==> config.mk <==
export PLATFORM = sky130hd
export DESIGN_NAME = lmc_top
export DESIGN_NICKNAME = d
export VERILOG_FILES = /design/src/lmc_pkg.sv /design/src/lmc_port.sv /design/src/lmc_top.sv
export VERILOG_INCLUDE_DIRS = /design/src
export SDC_FILE = /design/constraint.sdc
export NUM_CORES = 1
export LEC_CHECK = 0
export BUFFER_PORTS_ARGS = -buffer_cell sky130_fd_sc_hd__buf_2
export CORE_MARGIN = 3
export CORE_UTILIZATION = 35
export CTS_BUF_LIST = sky130_fd_sc_hd__clkbuf_16
export DETAILED_ROUTE_END_ITERATION = 8
export PLACE_DENSITY_LB_ADDON = 0.25
export SYNTH_ARGS = -nofsm -noshare
export SYNTH_HDL_FRONTEND = slang
export SYNTH_SLANG_ARGS = --single-unit
==> constraint.sdc <==
create_clock -name ref_clk_i -period 3.4 [get_ports ref_clk_i]
set_input_delay 0.34 -clock ref_clk_i [delete_from_list [all_inputs] [get_ports ref_clk_i]]
set_output_delay 0.34 -clock ref_clk_i [all_outputs]
set_load 0.1 [all_outputs]
==> src/lmc_regs.svh <==
`ifndef LMC_REGS_SVH
`define LMC_REGS_SVH

// Register indices; byte address is four times the index
`define LMC_IDX_W 14
`define LMC_IDX_STATUS0 14'h0f41
`define LMC_IDX_FUNC_CTL0 14'h0f42
`define LMC_IDX_LIN_CTL0 14'h0f43
`define LMC_IDX_LIN_CTL1 14'h0f4b
`define LMC_IDX_BIT_PERIOD0 14'h0f44
`define LMC_IDX_IRQ_STAT 14'h0f50
`define LMC_IDX_IRQ_MASK 14'h0f51
// Bit of the index that selects the second port
`define LMC_PORT_SEL_BIT 3

// Field positions of the LIN control register
`define LMC_LIN_MASTER_BIT 7
`define LMC_LIN_SLAVE_BIT 6
`define LMC_AB_EN_BIT 5
`define LMC_AB_IRQ_EN_BIT 4

// Field positions of the first control register
`define LMC_FSEL_MSB 7
`define LMC_FSEL_LSB 5
`define LMC_MULTIPROC_EN_BIT 4
`define LMC_PARITY_EN_BIT 3
`define LMC_FSEL_LIN 3'h2

// Status register field
`define LMC_AB_DONE_BIT 0

// Reset values
`define LMC_CTL_RESET 8'h00
`define LMC_WORD_RESET 32'h0000_0000

// Autobaud measurement counter; eight bit times are measured
`define LMC_CNT_W 19
`define LMC_CNT_MAX 19'h7_ffff
`define LMC_AB_FALLS 3'h4
`define LMC_PERIOD_SHIFT 3

`endif

==> src/lmc_pkg.sv <==
package lmc_pkg;

  localparam int unsigned LMC_PORTS = 2;

  // Software configuration handed to one serial port
  typedef struct packed {
    logic [2:0] fsel;
    logic multiprocessor_enable;
    logic parity_enable;
    logic [7:0] lin_ctl;
  } lmc_port_cfg_s;

  // State reported back by one serial port
  typedef struct packed {
    logic master;
    logic slave;
    logic ab_active;
    logic ab_event;
    logic [15:0] bit_period;
  } lmc_port_stat_s;

  // Autobaud measurement states
  typedef enum logic [2:0] {
    LMC_AB_WAIT = 3'b001,
    LMC_AB_COUNT = 3'b010,
    LMC_AB_DONE = 3'b100
  } lmc_ab_state_e;

endpackage

==> src/lmc_port.sv <==
`include "lmc_regs.svh"

module lmc_port
(
  input wire logic ref_clk_i,
  input wire logic rst_n_i,
  input wire lmc_pkg::lmc_port_cfg_s cfg_i,
  input wire logic rx_i,
  output lmc_pkg::lmc_port_stat_s stat_o
);

  logic sync1_reg;
  logic sync2_reg;
  logic rx_prev_reg;
  logic fall;
  logic in_lin;
  logic master_next;
  logic slave_next;
  logic ab_act_next;
  lmc_pkg::lmc_ab_state_e state_reg;
  lmc_pkg::lmc_ab_state_e state_next;
  logic [`LMC_CNT_W-1:0] cnt_reg;
  logic [`LMC_CNT_W-1:0] cnt_next;
  logic [2:0] falls_reg;
  logic [2:0] falls_next;
  lmc_pkg::lmc_port_stat_s stat_reg;
  lmc_pkg::lmc_port_stat_s stat_next;

  // Falling edge seen only on the second synchroniser stage
  assign fall = rx_prev_reg & ~sync2_reg;
  assign in_lin = (cfg_i.fsel == `LMC_FSEL_LIN);

  // Role decode; the two roles exclude each other and parity modes
  always_comb
  begin
    master_next = in_lin & cfg_i.lin_ctl[`LMC_LIN_MASTER_BIT] & ~cfg_i.multiprocessor_enable
      & ~cfg_i.parity_enable & ~cfg_i.lin_ctl[`LMC_LIN_SLAVE_BIT];
    slave_next = in_lin & cfg_i.lin_ctl[`LMC_LIN_SLAVE_BIT] & ~cfg_i.multiprocessor_enable
      & ~cfg_i.parity_enable & ~cfg_i.lin_ctl[`LMC_LIN_MASTER_BIT];
    ab_act_next = slave_next & cfg_i.lin_ctl[`LMC_AB_EN_BIT];
  end

  // Autobaud: time five falling edges of the sync byte, eight bit times
  always_comb
  begin
    state_next = state_reg;
    cnt_next = cnt_reg;
    falls_next = falls_reg;
    stat_next = stat_reg;
    stat_next.master = master_next;
    stat_next.slave = slave_next;
    stat_next.ab_active = ab_act_next;
    stat_next.ab_event = 1'b0;
    case (state_reg)
      lmc_pkg::LMC_AB_WAIT:
      begin
        if (ab_act_next && fall)
        begin
          state_next = lmc_pkg::LMC_AB_COUNT;
          cnt_next = '0;
          falls_next = '0;
        end
      end
      lmc_pkg::LMC_AB_COUNT:
      begin
        cnt_next = cnt_reg + `LMC_CNT_W'(1);
        if (!ab_act_next || cnt_reg == `LMC_CNT_MAX)
        begin
          // Disabled or line too slow: drop the attempt
          state_next = lmc_pkg::LMC_AB_WAIT;
        end
        else if (fall)
        begin
          falls_next = falls_reg + 3'h1;
          if (falls_reg + 3'h1 == `LMC_AB_FALLS)
          begin
            state_next = lmc_pkg::LMC_AB_DONE;
            stat_next.bit_period = 16'(cnt_next >> `LMC_PERIOD_SHIFT);
            stat_next.ab_event = cfg_i.lin_ctl[`LMC_AB_IRQ_EN_BIT];
          end
        end
      end
      lmc_pkg::LMC_AB_DONE:
      begin
        state_next = lmc_pkg::LMC_AB_WAIT;
      end
      default:
      begin
        state_next = lmc_pkg::LMC_AB_WAIT;
      end
    endcase
  end

  // Synchroniser and state registers
  always_ff @(posedge ref_clk_i or negedge rst_n_i)
  begin
    if (!rst_n_i)
    begin
      sync1_reg <= 1'b1;
      sync2_reg <= 1'b1;
      rx_prev_reg <= 1'b1;
      state_reg <= lmc_pkg::LMC_AB_WAIT;
      cnt_reg <= '0;
      falls_reg <= '0;
      stat_reg <= '0;
    end
    else
    begin
      sync1_reg <= rx_i;
      sync2_reg <= sync1_reg;
      rx_prev_reg <= sync2_reg;
      state_reg <= state_next;
      cnt_reg <= cnt_next;
      falls_reg <= falls_next;
      stat_reg <= stat_next;
    end
  end

  assign stat_o = stat_reg;

endmodule // lmc_port

==> src/lmc_top.sv <==
// Register access over APB was decided locally.
`include "lmc_regs.svh"

// Overview of operation
// - LIN register mapped only in LIN function mode
// - Eight bit R/W, reset zero, one per port
// - Master bit selects master if others clear
// - Slave bit selects slave if others clear
// - Autobaud runs only when enabled in slave
// - Autobaud completion sets flag and raises interrupt only with interrupt enable set
module lmc_top
(
  input wire logic ref_clk_i,
  input wire logic rst_n_i,
  input wire logic psel_i,
  input wire logic penable_i,
  input wire logic pwrite_i,
  input wire logic [15:0] paddr_i,
  input wire logic [31:0] pwdata_i,
  output logic [31:0] prdata_o,
  output logic pready_o,
  output logic pslverr_o,
  input wire logic [1:0] lin_rx_i,
  output logic irq_o,
  output logic [1:0] rx_irq_o,
  output logic [1:0] lin_master_o,
  output logic [1:0] lin_slave_o,
  output logic [1:0] autobaud_active_o
);

  localparam int unsigned NP = lmc_pkg::LMC_PORTS;

  // Per-port control bytes; alt is the scratch byte outside LIN mode
  logic [7:0] fctl_reg [NP];
  logic [7:0] fctl_next [NP];
  logic [7:0] lctl_reg [NP];
  logic [7:0] lctl_next [NP];
  logic [7:0] alt_reg [NP];
  logic [7:0] alt_next [NP];

  // Sticky autobaud flags, interrupt status and mask
  logic [NP-1:0] done_reg;
  logic [NP-1:0] done_next;
  logic [NP-1:0] istat_reg;
  logic [NP-1:0] istat_next;
  logic [NP-1:0] imask_reg;
  logic [NP-1:0] imask_next;

  // Bus answer, standing for one cycle only
  logic [31:0] prdata_reg;
  logic [31:0] prdata_next;
  logic pready_reg;
  logic pready_next;
  logic pslverr_reg;
  logic pslverr_next;

  // Interrupt output registers
  logic irq_reg;
  logic irq_next;
  logic [NP-1:0] rxirq_reg;
  logic [NP-1:0] rxirq_next;

  // Address decode
  logic [`LMC_IDX_W-1:0] idx;
  logic [`LMC_IDX_W-1:0] local_idx;
  logic port_sel;
  logic aligned;
  logic commit;
  logic wr;

  // Per-port configuration out, status back
  logic [NP-1:0] ab_event;
  lmc_pkg::lmc_port_cfg_s cfg [NP];
  lmc_pkg::lmc_port_stat_s stat [NP];

  // Word index and port split; bit 3 of the index picks the port
  assign idx = paddr_i[15:2];
  assign aligned = (paddr_i[1:0] == 2'h0);
  assign port_sel = idx[`LMC_PORT_SEL_BIT];
  assign local_idx = idx & ~(`LMC_IDX_W'(1) << `LMC_PORT_SEL_BIT);
  // Write lands at the edge where the master sees pready high
  assign commit = psel_i & penable_i & pready_reg;
  assign wr = commit & pwrite_i;

  // One LIN control block per serial port
  genvar gp;
  generate
    for (gp = 0; gp < NP; gp++)
    begin : g_port
      // Split the first control byte into its fields
      always_comb
      begin
        cfg[gp].fsel = fctl_reg[gp][`LMC_FSEL_MSB:`LMC_FSEL_LSB];
        cfg[gp].multiprocessor_enable = fctl_reg[gp][`LMC_MULTIPROC_EN_BIT];
        cfg[gp].parity_enable = fctl_reg[gp][`LMC_PARITY_EN_BIT];
        cfg[gp].lin_ctl = lctl_reg[gp];
      end

      lmc_port u_port
      (
        .ref_clk_i(ref_clk_i),
        .rst_n_i(rst_n_i),
        .cfg_i(cfg[gp]),
        .rx_i(lin_rx_i[gp]),
        .stat_o(stat[gp])
      );

      // Role and autobaud outputs come straight from port registers
      assign ab_event[gp] = stat[gp].ab_event;
      assign lin_master_o[gp] = stat[gp].master;
      assign lin_slave_o[gp] = stat[gp].slave;
      assign autobaud_active_o[gp] = stat[gp].ab_active;
    end
  endgenerate

  // APB read path; answer is registered one cycle into the access phase
  always_comb
  begin
    prdata_next = `LMC_WORD_RESET;
    pslverr_next = 1'b0;
    pready_next = psel_i & penable_i & ~pready_reg;
    // Unaligned access is refused before any decode
    if (!aligned)
    begin
      pslverr_next = 1'b1;
    end
    else if (local_idx == `LMC_IDX_LIN_CTL0)
    begin
      // Same address shows another register outside LIN mode
      if (cfg[port_sel].fsel == `LMC_FSEL_LIN)
      begin
        prdata_next[7:0] = lctl_reg[port_sel];
      end
      else
      begin
        prdata_next[7:0] = alt_reg[port_sel];
      end
    end
    else if (local_idx == `LMC_IDX_FUNC_CTL0)
    begin
      prdata_next[7:0] = fctl_reg[port_sel];
    end
    else if (local_idx == `LMC_IDX_STATUS0)
    begin
      prdata_next[`LMC_AB_DONE_BIT] = done_reg[port_sel];
    end
    else if (local_idx == `LMC_IDX_BIT_PERIOD0)
    begin
      prdata_next[15:0] = stat[port_sel].bit_period;
    end
    else if (idx == `LMC_IDX_IRQ_STAT)
    begin
      prdata_next[NP-1:0] = istat_reg;
    end
    else if (idx == `LMC_IDX_IRQ_MASK)
    begin
      prdata_next[NP-1:0] = imask_reg;
    end
    else
    begin
      // Unmapped word answers with an error and zero data
      pslverr_next = 1'b1;
    end
    // Data and error only stand in the answer cycle
    if (!pready_next)
    begin
      prdata_next = `LMC_WORD_RESET;
      pslverr_next = 1'b0;
    end
  end

  // Register writes; hardware set wins over a same-cycle clear
  always_comb
  begin
    done_next = done_reg;
    istat_next = istat_reg;
    imask_next = imask_reg;
    for (int p = 0; p < NP; p++)
    begin
      fctl_next[p] = fctl_reg[p];
      lctl_next[p] = lctl_reg[p];
      alt_next[p] = alt_reg[p];
      if (wr && aligned && port_sel == p[0])
      begin
        if (local_idx == `LMC_IDX_LIN_CTL0)
        begin
          if (cfg[p].fsel == `LMC_FSEL_LIN)
          begin
            // Whole byte stored, link state and break length included
            lctl_next[p] = pwdata_i[7:0];
          end
          else
          begin
            alt_next[p] = pwdata_i[7:0];
          end
        end
        else if (local_idx == `LMC_IDX_FUNC_CTL0)
        begin
          fctl_next[p] = pwdata_i[7:0];
        end
        else if (local_idx == `LMC_IDX_STATUS0)
        begin
          done_next[p] = done_reg[p] & ~pwdata_i[`LMC_AB_DONE_BIT];
        end
      end
      // Writing a one clears the interrupt status bit
      if (wr && aligned && idx == `LMC_IDX_IRQ_STAT && pwdata_i[p])
      begin
        istat_next[p] = 1'b0;
      end
      if (ab_event[p])
      begin
        done_next[p] = 1'b1;
        istat_next[p] = 1'b1;
      end
    end
    // Mask is written whole
    if (wr && aligned && idx == `LMC_IDX_IRQ_MASK)
    begin
      imask_next = pwdata_i[NP-1:0];
    end
  end

  // Interrupt outputs are registered at the same edge as the sticky bits
  always_comb
  begin
    // Built from next values so irq rises with its status bit
    irq_next = |(istat_next & imask_next);
    for (int p = 0; p < NP; p++)
    begin
      // Receive interrupt stands while the autobaud flag and its interrupt enable bit are set
      rxirq_next[p] = done_next[p] & lctl_next[p][`LMC_AB_IRQ_EN_BIT];
    end
  end

  // Control bytes clear on reset
  always_ff @(posedge ref_clk_i or negedge rst_n_i)
  begin
    if (!rst_n_i)
    begin
      for (int p = 0; p < NP; p++)
      begin
        fctl_reg[p] <= `LMC_CTL_RESET;
        lctl_reg[p] <= `LMC_CTL_RESET;
        alt_reg[p] <= `LMC_CTL_RESET;
      end
    end
    else
    begin
      for (int p = 0; p < NP; p++)
      begin
        fctl_reg[p] <= fctl_next[p];
        lctl_reg[p] <= lctl_next[p];
        alt_reg[p] <= alt_next[p];
      end
    end
  end

  // Flags, mask and interrupt outputs
  always_ff @(posedge ref_clk_i or negedge rst_n_i)
  begin
    if (!rst_n_i)
    begin
      done_reg <= '0;
      istat_reg <= '0;
      imask_reg <= '0;
      irq_reg <= 1'b0;
      rxirq_reg <= '0;
    end
    else
    begin
      done_reg <= done_next;
      istat_reg <= istat_next;
      imask_reg <= imask_next;
      irq_reg <= irq_next;
      rxirq_reg <= rxirq_next;
    end
  end

  // Bus answer; a pending answer is dropped on reset
  always_ff @(posedge ref_clk_i or negedge rst_n_i)
  begin
    if (!rst_n_i)
    begin
      prdata_reg <= `LMC_WORD_RESET;
      pready_reg <= 1'b0;
      pslverr_reg <= 1'b0;
    end
    else
    begin
      prdata_reg <= prdata_next;
      pready_reg <= pready_next;
      pslverr_reg <= pslverr_next;
    end
  end

  assign prdata_o = prdata_reg;
  assign pready_o = pready_reg;
  assign pslverr_o = pslverr_reg;
  assign irq_o = irq_reg;
  assign rx_irq_o = rxirq_reg;

endmodule // lmc_top

# --- After elaboration in Yosys (flattened, before gate mapping) ---
# Cells that the tools add are included.
word_totals:
  ff_bits: 187
  word_cells: 239
classes:
  n_addsub: 4
  n_lt_le_gt_ge: 2
  n_eq_ne: 27
  n_mux: 89
  bitwise: 48
  reduce_logical: 31
ops:
  columns: ["operator", "count"]
  rows:
  - ["$mux 17", 8]
  - ["$mux 8", 14]
  - ["$mux 16", 5]
  - ["$pmux 19 s2", 2]
  - ["$eq 13x11->1 const B", 4]
  - ["$mux 3", 14]
  - ["$mux 13", 3]
  - ["$add 19x1->19 const B", 2]
  - ["$eq 19x19->1 const B", 2]
  - ["$mux 19", 2]
  - ["$mux 5", 6]
  - ["$and 1x1->1", 28]
  - ["$eq 14x12->1 const B", 2]
  - ["$mux 1", 25]
  - ["$pmux 3 s2", 4]
  - ["$reduce_and 3->1", 8]
  - ["$not 1->1", 18]
  - ["$reduce_and 4->1", 4]
  - ["$eq 3x2->1 const B", 5]
  - ["$mux 15", 1]
  - ["$mux 14", 1]
  - ["$ne 3x1->1 const B", 4]
  - ["$logic_and 1x1->1", 9]
  - ["$mux 2", 4]
  - ["other kinds (15)", 26]

# --- Logic depth before layout (Yosys ltp) ---
# Gate-level depths: netlist of the first run.
logic_depth:
  ltp_word: 10
  depth_mapped: 8

# --- Modules after synthesis ---
# Synthesis of the first run repeated with hierarchy kept, for this count alone.
unflattened:
  hier_cells: 784
  area_unflattened_um2: 8580.7
by_module_without_submodules:
  columns: ["mod", "instances", "cells_per_inst", "area_each_um2", "seq_area_each_um2"]
  rows:
  - ["lmc_top", 1, 305, 3834.9, 1876.8]
  - ["lmc_port (g_port[1].u_port)", 1, 243, 2407.3, 1206.2]
  - ["lmc_port (g_port[0].u_port)", 1, 236, 2338.5, 1206.2]

# --- Worst setup path before layout of the first run ---
# OpenSTA, ideal clock, no wires.
synth_path:
  kind: "reg2reg"
  start: "reg pready_reg, in the netlist pready_o"
  end: "reg fctl_reg (netlist bit cfg[21])"
  setup_ps: 125
  arrival_ps: 2309
  required_time_ps: 3275
  slack_ps: 966
  stages_incl_launch_ff: 5
  path_buffers: 0
  cell_sequence: "dfrtp_1 > nand4_1 > nor3_1 > nor3b_4 > mux2_2"
synth_via:
  elab_chain_cells: 5
synth_lines:
  columns: ["item", "line", "rtl"]
  rows:
  - ["from (decl)", "lmc_top.sv:52", "logic pready_reg;"]
  - ["from (signal assigned)", "lmc_top.sv:292", "pready_reg <= pready_next;"]
  - ["$and 1x1->1", "lmc_top.sv:82", "assign commit = psel_i & penable_i & pready_reg;"]
  - ["$and 1x1->1", "lmc_top.sv:83", "assign wr = commit & pwrite_i;"]
  - ["$logic_and 1x1->1 (2 in series)", "lmc_top.sv:183", "if (wr && aligned && port_sel == p[0])"]
  - ["$reduce_and 3->1 (no line)", null, null]
  - ["to (signal, indexed assignment)", "lmc_top.sv:243", "fctl_reg[p] <= `LMC_CTL_RESET;"]
  - ["to (signal, indexed assignment)", "lmc_top.sv:252", "fctl_reg[p] <= fctl_next[p];"]
  - ["to (decl)", "lmc_top.sv:34", "logic [7:0] fctl_reg [NP];"]
# Every way passes these cells.
# A chain may end at the register's enable or synchronous reset.

# --- Worst setup path after layout of the first run ---
layout_path:
  start: "reg g_port[1].u_port.cnt_reg[0]"
  end: "reg g_port[1].u_port.stat_reg (netlist bit g_port[1].u_port.stat_o[10])"
layout_via:
  elab_chain_cells: 4
  word_cells_on_any_way: 5
layout_lines:
  columns: ["item", "line", "rtl"]
  rows:
  - ["from (decl)", "lmc_port.sv:22", "logic [`LMC_CNT_W-1:0] cnt_reg;"]
  - ["from (signal assigned)", "lmc_port.sv:113", "cnt_reg <= cnt_next;"]
  - ["parallel branches: the longest is 4 deep, another holds $add 19x1->19", null, null]
  - ["to (signal assigned)", "lmc_port.sv:115", "stat_reg <= stat_next;"]
  - ["to (decl)", "lmc_port.sv:26", "lmc_pkg::lmc_port_stat_s stat_reg;"]
# Several ways; the timed one is not identified.

==> metrics.txt, run 1 <==
Worst Tran Pin Value 923 ps; synth warn 0; Final Hold Violating Endpoints 0; crit-path max FO 16; setup TNS 0 ps; DR WL/cell 16.5 um; detailed placer's ending HPWL 13400 um; WL final 19500 um; Critical Path AT 2790 ps; simple-gate share of the synthesized area 16.4%; reg2reg start g_port[1].u_port.cnt_reg[0]$_DFFE_PN0P_; Synth Area in Compound Gates 12.7%; Core ar. 23500 um^2; grt total ovfl 0; CTS clk-pin slew, worst paths 70 ps; IO Count 98; Port Buf Inserts 57; CP endpoint kind register; Reg2Reg Capture Point g_port[1].u_port.stat_o[10]$_DFFE_PN0P_; ys flop type dfrtp_1; Area contributors post-synth dfrtp_1 (48%), mux2_2 (5.5%), mux2i_1 (3.6%), nand2_1 (3.4%), dfstp_2 (2.5%); Async S/R FF share, synth 100%; Hold Crit Start penable_i; Synth top area share 48.4%; Inserted Clock Buffers 17; dominant cell type by area after synthesis dfrtp_1; detailed-route vias per instance 5.07; post-cts resize count 0; die area 26000 um^2; startpoint type of the worst setup path register; detailed route wirelength on metal2 8950 um; cell leakage power 0.00446 uW; mux cell area share after synthesis 11.1%; VDD IR-drop max 0.000284 V; FF-to-FF path depth 6; RSZ-0062 raised after global routing no; vias in the first global route 5881; largest net degree at the start of global routing 74; first-pass GRT wire length 32300 um; met3 wire len 748 um; reg2reg setup slack 890 ps; Pre-Repair DR Iteration Count 6; ratio of final minimum period to clock period 73.7%; CTS tree built; total track usage 15.6%; Max Cap Violations 0; initial antenna violation count 0; status finished, final reports clean; worst-case clock skew 10.1 ps; Seq/Total Area, Yosys 50.9%; clock latency on the worst-skew pair 430 ps; number of setup buffers added after CTS 0; Worst Hold Path EP pready_o$_DFF_PN0_; drc violations 0; minimum clock period 2510 ps; distinct cell type count after synthesis 63; CTS sink cnt 171; GP Congestion 0.802; FMAX 399 MHz; main combinational cell family by area after synthesis simple AND/OR/NAND/NOR gates; placed cell count 1147; Syn Inst Count 799; required time worst endpoint 3680 ps; antenna cells 0; Hold WC Path Type input pin to register; Setup-failing EPs final 0; flop and latch count out of synthesis 171; top cells by count, synth dfrtp_1 (163), nand2_1 (77), mux2_2 (41), nor2_1 (41), o21ai_1 (41); Die Y 161 um; std cell rows 56; EDFF count, synth 0; nets@finish 911; synth-to-layout area growth 14.5%; Vias 5988; xor/xnor cell area share of the yosys netlist 3.54%; max reg flops 40; Non-Filler Instances 1182; layout cells sized above 1 18.9%; Synth Area in Adders 0.892%; Min-Delay Path Depth 3; Worst slew margin 38.2%; most numerous cell in the Yosys netlist dfrtp_1; Initial Utilization 35.8%; power per cell area 444 nW/um^2; Max Used Layer met4; initial DRC count 394; Avg Synthesized Cell Area 10.5 um^2; antenna-violating nets left 0; critical path type register to register; root buffer cell clkbuf_16; H-Tree Depth 4; Cell Area, Synth 8420 um^2; Max clock buf depth 2; chip width 161 um; # fillers 2302; WL met1 9640 um; Final Max Slew Viols 0
==> metrics by stage <==
stage	worst slack (ps)	power [uW]	utilization, %	hold slack [ps]	cell area (um^2)
after floorplan	966	2220	-	44.4	8480
after global placement	832	2290	38.2	348	9000
after detailed placement	813	2290	38.2	348	9000
after CTS	866	4330	41.0	175	9640
after global routing	677	4450	41.0	195	9640
final	894	4280	41.0	197	9640
==> critical path, stage by stage (launching register included) <==
cell and delay [ps]:
dfrtp_1 380, ha_1 230, nand2_1 100, or3_1 530
nor2_1 370, a21o_1 530, o21ai_0 210
==> cells in the final DEF, fill, tap and decap left out, types with 5 or more instances in the layout <==
| cell type | netlist | final |
|---|---|---|
| dfrtp_1 | 163 | 163 |
| conb_1 | 1 | 16 |
| a22o_1 | 5 | 5 |
| and4_1 | 8 | 8 |
| mux2_2 | 41 | 41 |
| o21ai_0 | 29 | 29 |
| a31oi_1 | 6 | 5 |
| nand2_1 | 77 | 77 |
| o22ai_1 | 16 | 16 |
| mux2i_1 | 30 | 30 |
| nand4_1 | 16 | 16 |
| mux2_1 | 15 | 15 |
| inv_1 | 16 | 18 |
| a21o_1 | 7 | 7 |
| a211oi_1 | 6 | 6 |
| o21ai_1 | 41 | 41 |
| ha_1 | 6 | 6 |
| and3_1 | 13 | 13 |
| nand3_1 | 30 | 30 |
| clkbuf_16 | 0 | 17 |
| buf_2 | 10 | 56 |
| nor3b_1 | 10 | 8 |
| nor2_1 | 41 | 41 |
| buf_4 | 22 | 12 |
| xor2_1 | 15 | 15 |
| o31ai_1 | 15 | 15 |
| xnor2_1 | 19 | 19 |
| o211ai_1 | 6 | 6 |
| dfstp_2 | 8 | 8 |
| nor2b_1 | 11 | 11 |
| nor3_1 | 8 | 8 |
| and2_1 | 16 | 16 |
| a21oi_1 | 27 | 27 |
==> layer usage <==
metal	global-route usage, %	up-vias
met5	0	-
li1	-	2937
met2	24.0	104
met4	4.03	0
met3	4.10	13
met1	21.9	2934
==> layout make-up <==
| type | instances | area, um^2 | area share [%] |
|---|---|---|---|
| clock inverter | 15 | 184 | 1.91 |
| clock buffer | 17 | 425 | 4.41 |
| inverter | 17 | 63.8 | 0.662 |
| sequential | 171 | 4290 | 44.5 |
| multi-input combinational | 570 | 3850 | 39.9 |
| tap | 319 | 399 | 4.14 |
| timing repair buffer | 73 | 432 | 4.48 |
==> timing repair <==
item,4_1_cts,5_1_grt
hold buffers,3,0
setup endpoints to repair,0,0
endpoints found under the hold margin,67,0
==> power breakdown <==
group	leakage, uW	total, uW	switching, uW	internal (uW)
Combinational	0.00181	210	175	34.6
Clock	0.000292	2030	810	1220
Sequential	0.00236	2040	2.02	2040
Total	0.00446	4280	987	3290
==> kinds of logic after synthesis <==
family / count (synthesis)
compound gates: 173
xor+xnor: 34
fa+ha+maj: 6
buf+inv: 73
simple gates: 255
other cells: 1
flops: 171
mux: 86
==> how the worst max path moves through the flow <==
stage	start	end	slack, ps	cells after the start
floorplan	pready_o$_DFF_PN0_	cfg[21]$_DFFE_PN0P_	970	4
global placement	paddr_i[6]	cfg[10]$_DFFE_PN0P_	830	6
detailed placement	paddr_i[6]	alt_reg[6]$_DFFE_PN0P_	810	6
CTS	g_port[1].u_port.cnt_reg[0]$_DFFE_PN0P_	g_port[1].u_port.stat_o[10]$_DFFE_PN0P_	870	6
global route	g_port[1].u_port.cnt_reg[0]$_DFFE_PN0P_	g_port[1].u_port.stat_o[10]$_DFFE_PN0P_	680	6
finish	g_port[1].u_port.cnt_reg[0]$_DFFE_PN0P_	g_port[1].u_port.stat_o[10]$_DFFE_PN0P_	890	6
Note: power is estimated with default switching activity, not from simulation.
==> inputs of run 2 (changes only) <==
Clock period 3.4 ns to 2.2 ns, I/O delays scaled along.
==> metrics.txt, run 2 (same netlist as run 1, synthesis figures left out) <==
Port Buf Inserts 57; Top cell by count, worst path buf_4; vias in the first global route 6014; DR WL/cell 15.9 um; VDD IR-drop max 0.000427 V; Critical Path AT 2360 ps; reg2reg start cfg[23]$_DFFE_PN0P_; CP endpoint kind register; Max Cap Violations 0; Hold Crit Start penable_i; minimum clock period 2060 ps; Core ar. 23500 um^2; die area 26000 um^2; startpoint type of the worst setup path register; Worst path slowest cell or3b_1; CP peak stage delay 450 ps; Worst slew margin 46.7%; antenna-violating nets left 0; Die Y 161 um; Worst Hold Path EP pready_o$_DFF_PN0_; Hold WC Path Type input pin to register; commonest non-fill, non-tap cell in the layout dfrtp_1; CP top delay family simple AND/OR/NAND/NOR gates; detailed-route vias per instance 4.98; required time worst endpoint 2500 ps; IO Count 98; initial antenna violation count 0; ratio of final minimum period to clock period 93.5%; Final Hold Violating Endpoints 0; drc violations 0; CP startpoint cfg[23]$_DFFE_PN0P_; setup TNS 0 ps; total track usage 15.5%; Setup-failing EPs final 0; Vias 6054; GP Congestion 0.853; first-pass GRT wire length 32200 um; chip width 161 um; status finished, final reports clean; FF-to-FF path depth 7; WP buf/inv 2; most frequent cells in the layout dfrtp_1 (162), nand2_1 (77), buf_2 (56); power per cell area 663 nW/um^2; nets@finish 943; FMAX 486 MHz; critical path type register to register; grt total ovfl 0; CTS tree built; Pre-Repair DR Iteration Count 4; H-Tree Depth 4; WL final 19300 um; Reg2Reg Capture Point g_port[0].u_port.cnt_reg[8]$_DFFE_PN0P_; std cell rows 56; Worst Tran Pin Value 799 ps; Max clock buf depth 2; clock latency on the worst-skew pair 430 ps; largest net degree at the start of global routing 50; Min-Delay Path Depth 3; crit path cell chain or3b_1 > nor4_4 > buf_4 > a41oi_2 > buf_4 > o21ai_1 > o31ai_1; Final Core Density 42.3%; cell leakage power 0.00464 uW; CTS clk-pin slew, worst paths 70 ps; initial DRC count 348; reg2reg setup slack 140 ps; Inserted Clock Buffers 17; crit-path max FO 16; CTS sink cnt 171; synth-to-layout area growth 18.3%; RSZ-0062 raised after global routing no; detailed placer's ending HPWL 13600 um; Final Max Slew Viols 0; worst-case clock skew 7.13 ps; root buffer cell clkbuf_16; layout cells sized above 1 22.3%; max reg flops 40; Initial Utilization 35.8%
## run 2: changes by cell type in the layout (fill, tap and decap cells not counted), moves of 2 or more
| cell | before | now |
|---|---|---|
| clkinv_1 | 3 | 1 |
| bufinv_16 | 4 | 2 |
| inv_1 | 18 | 16 |
| clkinv_2 | 2 | 0 |
| inv_8 | 0 | 3 |
| buf_4 | 12 | 38 |
| clkinvlp_4 | 4 | 2 |
| inv_6 | 0 | 5 |
| buf_12 | 1 | 7 |
| clkinv_4 | 1 | 3 |
## run 2: timing repair
action                                 CTS  global route
resized for setup                        0             1
hold buffers                             3             0
setup buffers                            0             1
endpoints found under the hold margin   42             0
setup endpoints to repair                0             2
## run 2: final cells by class
cell class / count / area, um^2
fillers: 2311 / 13600
multi-input cells: 570 / 3850
clock inverters: 15 / 179
clock buffers: 17 / 425
inverters: 17 / 63.8
repair buffers: 105 / 747
diodes: 1 / 2.50
flip-flops and latches: 171 / 4290
well taps: 319 / 399
## run 2: report_power, final
group / switching, uW / internal [uW]
sequential: 2.91 / 3150
combinational: 272 / 64.3
clock: 1380 / 1720
total: 1660 / 4940
## run 2: worst max path at each step
stage	slack, ps	depth (start not counted)	end
floorplan	70	4	cfg[21]$_DFFE_PN0P_
global placement	130	7	prdata_o[5]$_DFF_PN0_
detailed placement	130	7	prdata_o[5]$_DFF_PN0_
CTS	110	7	g_port[1].u_port.stat_o[8]$_DFFE_PN0P_
global route	3	7	g_port[1].u_port.cnt_reg[16]$_DFFE_PN0P_
finish	140	7	g_port[0].u_port.cnt_reg[8]$_DFFE_PN0P_
## run 2: layer usage
metal	part of all wire, %	up-vias	track usage (%)
met2	47	107	23.6
met1	48	2929	22.1
met4	0.96	0	4.38
met5	0	-	0
li1	-	3008	-
met3	3.8	10	3.51
## run 2: per-stage QoR
step	area, um^2	hold WS, ps	cells	setup slack (ps)	total power (uW)
final	9960	83.3	1215	143	6600
after global routing	9950	69.8	1214	2.82	6840
after CTS	9940	56.9	1213	107	6690
after detailed placement	9310	210	1178	133	3560
after global placement	9310	201	1178	131	3550
after floorplan	8480	-75.6	814	73.7	3430
## run 2: tightest hold or removal path: cells and delay by family
kind	cells	cell delay (ps)
simple gates	2	150
buf+inv	1	100
==> inputs of run 3 (changes only) <==
Settings changed: ABC_AREA set to 1.
==> metrics.txt, run 3 <==
Synth top area share 47.5%; required time worst endpoint 2510 ps; reg2reg setup slack 240 ps; total track usage 16.4%; Power Internal 4820 uW; Cell Area, Synth 8590 um^2; Pre-Repair DR Iteration Count 6; Worst slew margin 65.2%; minimum clock period 1960 ps; Setup-failing EPs final 0; IO Count 98; WP buf/inv 3; std cell rows 56; status finished, final reports clean; EDFF count, synth 0; Max Cap Violations 0; Placed Instance Area 9260 um^2; startpoint type of the worst setup path register; drc violations 0; GP Congestion 0.860; worst hold slack 32.9 ps; Core ar. 23800 um^2; synth-to-layout area growth 14.8%; WL final 20600 um; worst-case clock skew 8.64 ps; detailed placer's ending HPWL 15300 um; Vias 6809; flop and latch count out of synthesis 171; dominant cell type by area after synthesis dfrtp_1; clock latency on the worst-skew pair 430 ps; Inserted Clock Buffers 17; cell leakage power 0.00467 uW; FMAX 510 MHz; Worst Tran Pin Value 520 ps; die area 26500 um^2; nets@finish 1184; Hold WC Path Type input pin to register; power per cell area 661 nW/um^2; setup TNS 0 ps; combinational share of power 6.4%; commonest non-fill, non-tap cell in the layout nand2_1; final worst slack 238 ps; CP peak stage delay 380 ps; CTS tree built; Avg Synthesized Cell Area 8.18 um^2; Top cell by count, worst path nand2_1; crit-path max FO 18; detailed-route vias per instance 4.68; largest net degree at the start of global routing 53; DR WL/cell 14.1 um; Initial Utilization 36.1%; RSZ-0062 raised after global routing no; Post-Layout Inst Area 9860 um^2; Port Buf Inserts 57; crit path cell chain inv_1 > nand2_1 > nor3_2 > nand2_1 > inv_1 > nand4_4 > buf_4 > nand2_1 > o21ai_1; ys flop type dfrtp_1; Sw Ratio 26.0%; vias in the first global route 6627; antenna-violating nets left 0; chip width 163 um; layout cells sized above 1 14.7%; Final Core Density 41.4%; CP top delay family simple AND/OR/NAND/NOR gates; Worst path slowest cell dfrtp_1; Setup WS pre-CTS 189 ps; VDD IR-drop max 0.000539 V; most numerous cell in the Yosys netlist nand2_1; root buffer cell clkbuf_16; grt total ovfl 0; max reg flops 40; Critical Path AT 2280 ps; P_sw 1690 uW; distinct cell type count after synthesis 41; Max clock buf depth 2; Seq/Total Area, Yosys 49.9%; H-Tree Depth 4; Area contributors post-synth dfrtp_1 (47%), nand2_1 (13%), inv_1 (5.5%), nor2_1 (3.5%), o21ai_0 (3.4%); Clk pwr share 44.9%; ratio of final minimum period to clock period 89.2%; CTS clk-pin slew, worst paths 70 ps; sequential power share 48.7%; top cells by count, synth nand2_1 (306), dfrtp_1 (163), inv_1 (126); most frequent cells in the layout nand2_1 (306), dfrtp_1 (163), inv_1 (126), nor2_1 (80), o21ai_0 (58); # fillers 2437; Final Hold Violating Endpoints 0; Syn Inst Count 1050; initial antenna violation count 0; synth warn 0; CTS sink cnt 171; CP endpoint kind register; Final Max Slew Viols 0; antenna cells 0; first-pass GRT wire length 34500 um; critical path type register to register; Die Y 163 um; initial DRC count 384; Async S/R FF share, synth 100%
==> run 3: changes by cell type in the layout (fill, tap and decap cells not counted), sizes merged, moves of 17 or more <==
cell   previous run  this run
nand2            77       308
inv              24       137
mux2             56         0
nor2             41        86
o21ai            70       101
nand3            30        57
mux2i            30         5
buf             102        83
nor3             10        28
and2             17         0
==> run 3: layout make-up <==
type	instances	area, um^2	share of cell area [%]
clock inverters	15	139	1.41
inverters	131	492	4.99
repair buffers	86	567	5.75
well taps	319	399	4.05
clock buffers	17	425	4.32
flip-flops and latches	171	4290	43.5
multi-input cells	716	3550	36.0
==> run 3: power groups by stage <==
stage                     Sequential (uW)  Combinational (uW)  Clock (uW)
after global placement               3230                 418           0
after detailed placement             3230                 419           0
after CTS                            3170                 424        3000
after global routing                 3170                 454        3130
final                                3170                 417        2930
after floorplan                      3280                 230           0
==> run 3: kinds of logic after synthesis <==
family,Yosys count,share of synthesized area (%)
AND/OR/NAND/NOR,509,26.3
flip-flops,171,49.9
multiplexers,5,0.583
adder cells (fa/ha/maj),6,0.874
other,1,0.0437
XOR/XNOR,30,3.06
buffers and inverters,178,9.47
AO/OA/AOI/OAI,150,9.78
==> run 3: worst min-delay path, cell delays in order <==
cell and delay [ps]:
buf_2 90, nand2_1 60, nor2_1 50
==> run 3: what timing repair did <==
action | 4_1_cts | 5_1_grt
hold buffers | 3 | 0
endpoints found under the hold margin | 36 | 0
setup buffers | 0 | 0
endpoints found under the setup margin | 0 | 5
gates resized for setup | 0 | 2
==> run 3: per-layer routing <==
layer  GRT usage (%)  routed length [um]  up-vias
met4            5.42                 360        0
li1                -                   -     3482
met5               0                   0        -
met2            26.3                9390      138
met1            22.6                9940     3164
met3            2.90                 882       25
==> run 3: final timing paths <==
| path | depth (start not counted) | start | endpoint |
|---|---|---|---|
| setup / recovery | 9 | cfg[8]$_DFFE_PN0P_ | g_port[1].u_port.stat_o[0]$_DFFE_PN0P_ |
| hold / removal | 3 | penable_i | pready_o$_DFF_PN0_ |
| setup reg to reg | 9 | cfg[8]$_DFFE_PN0P_ | g_port[1].u_port.stat_o[0]$_DFFE_PN0P_ |
| hold reg to reg | 0 | g_port[0].u_port.sync1_reg$_DFF_PN1_ | g_port[0].u_port.sync2_reg$_DFF_PN1_ |
| max in group asynchronous | 3 | rst_n_i | g_port[0].u_port.cnt_reg[9]$_DFFE_PN0P_ |
| min in group asynchronous | 2 | rst_n_i | alt_reg[6]$_DFFE_PN0P_ |
==> run 3: stage by stage <==
stage                     std cells  total power (uW)
after floorplan                1065              3510
after global placement         1420              3650
after detailed placement       1420              3650
after CTS                      1455              6590
after global routing           1455              6750
final                          1455              6510
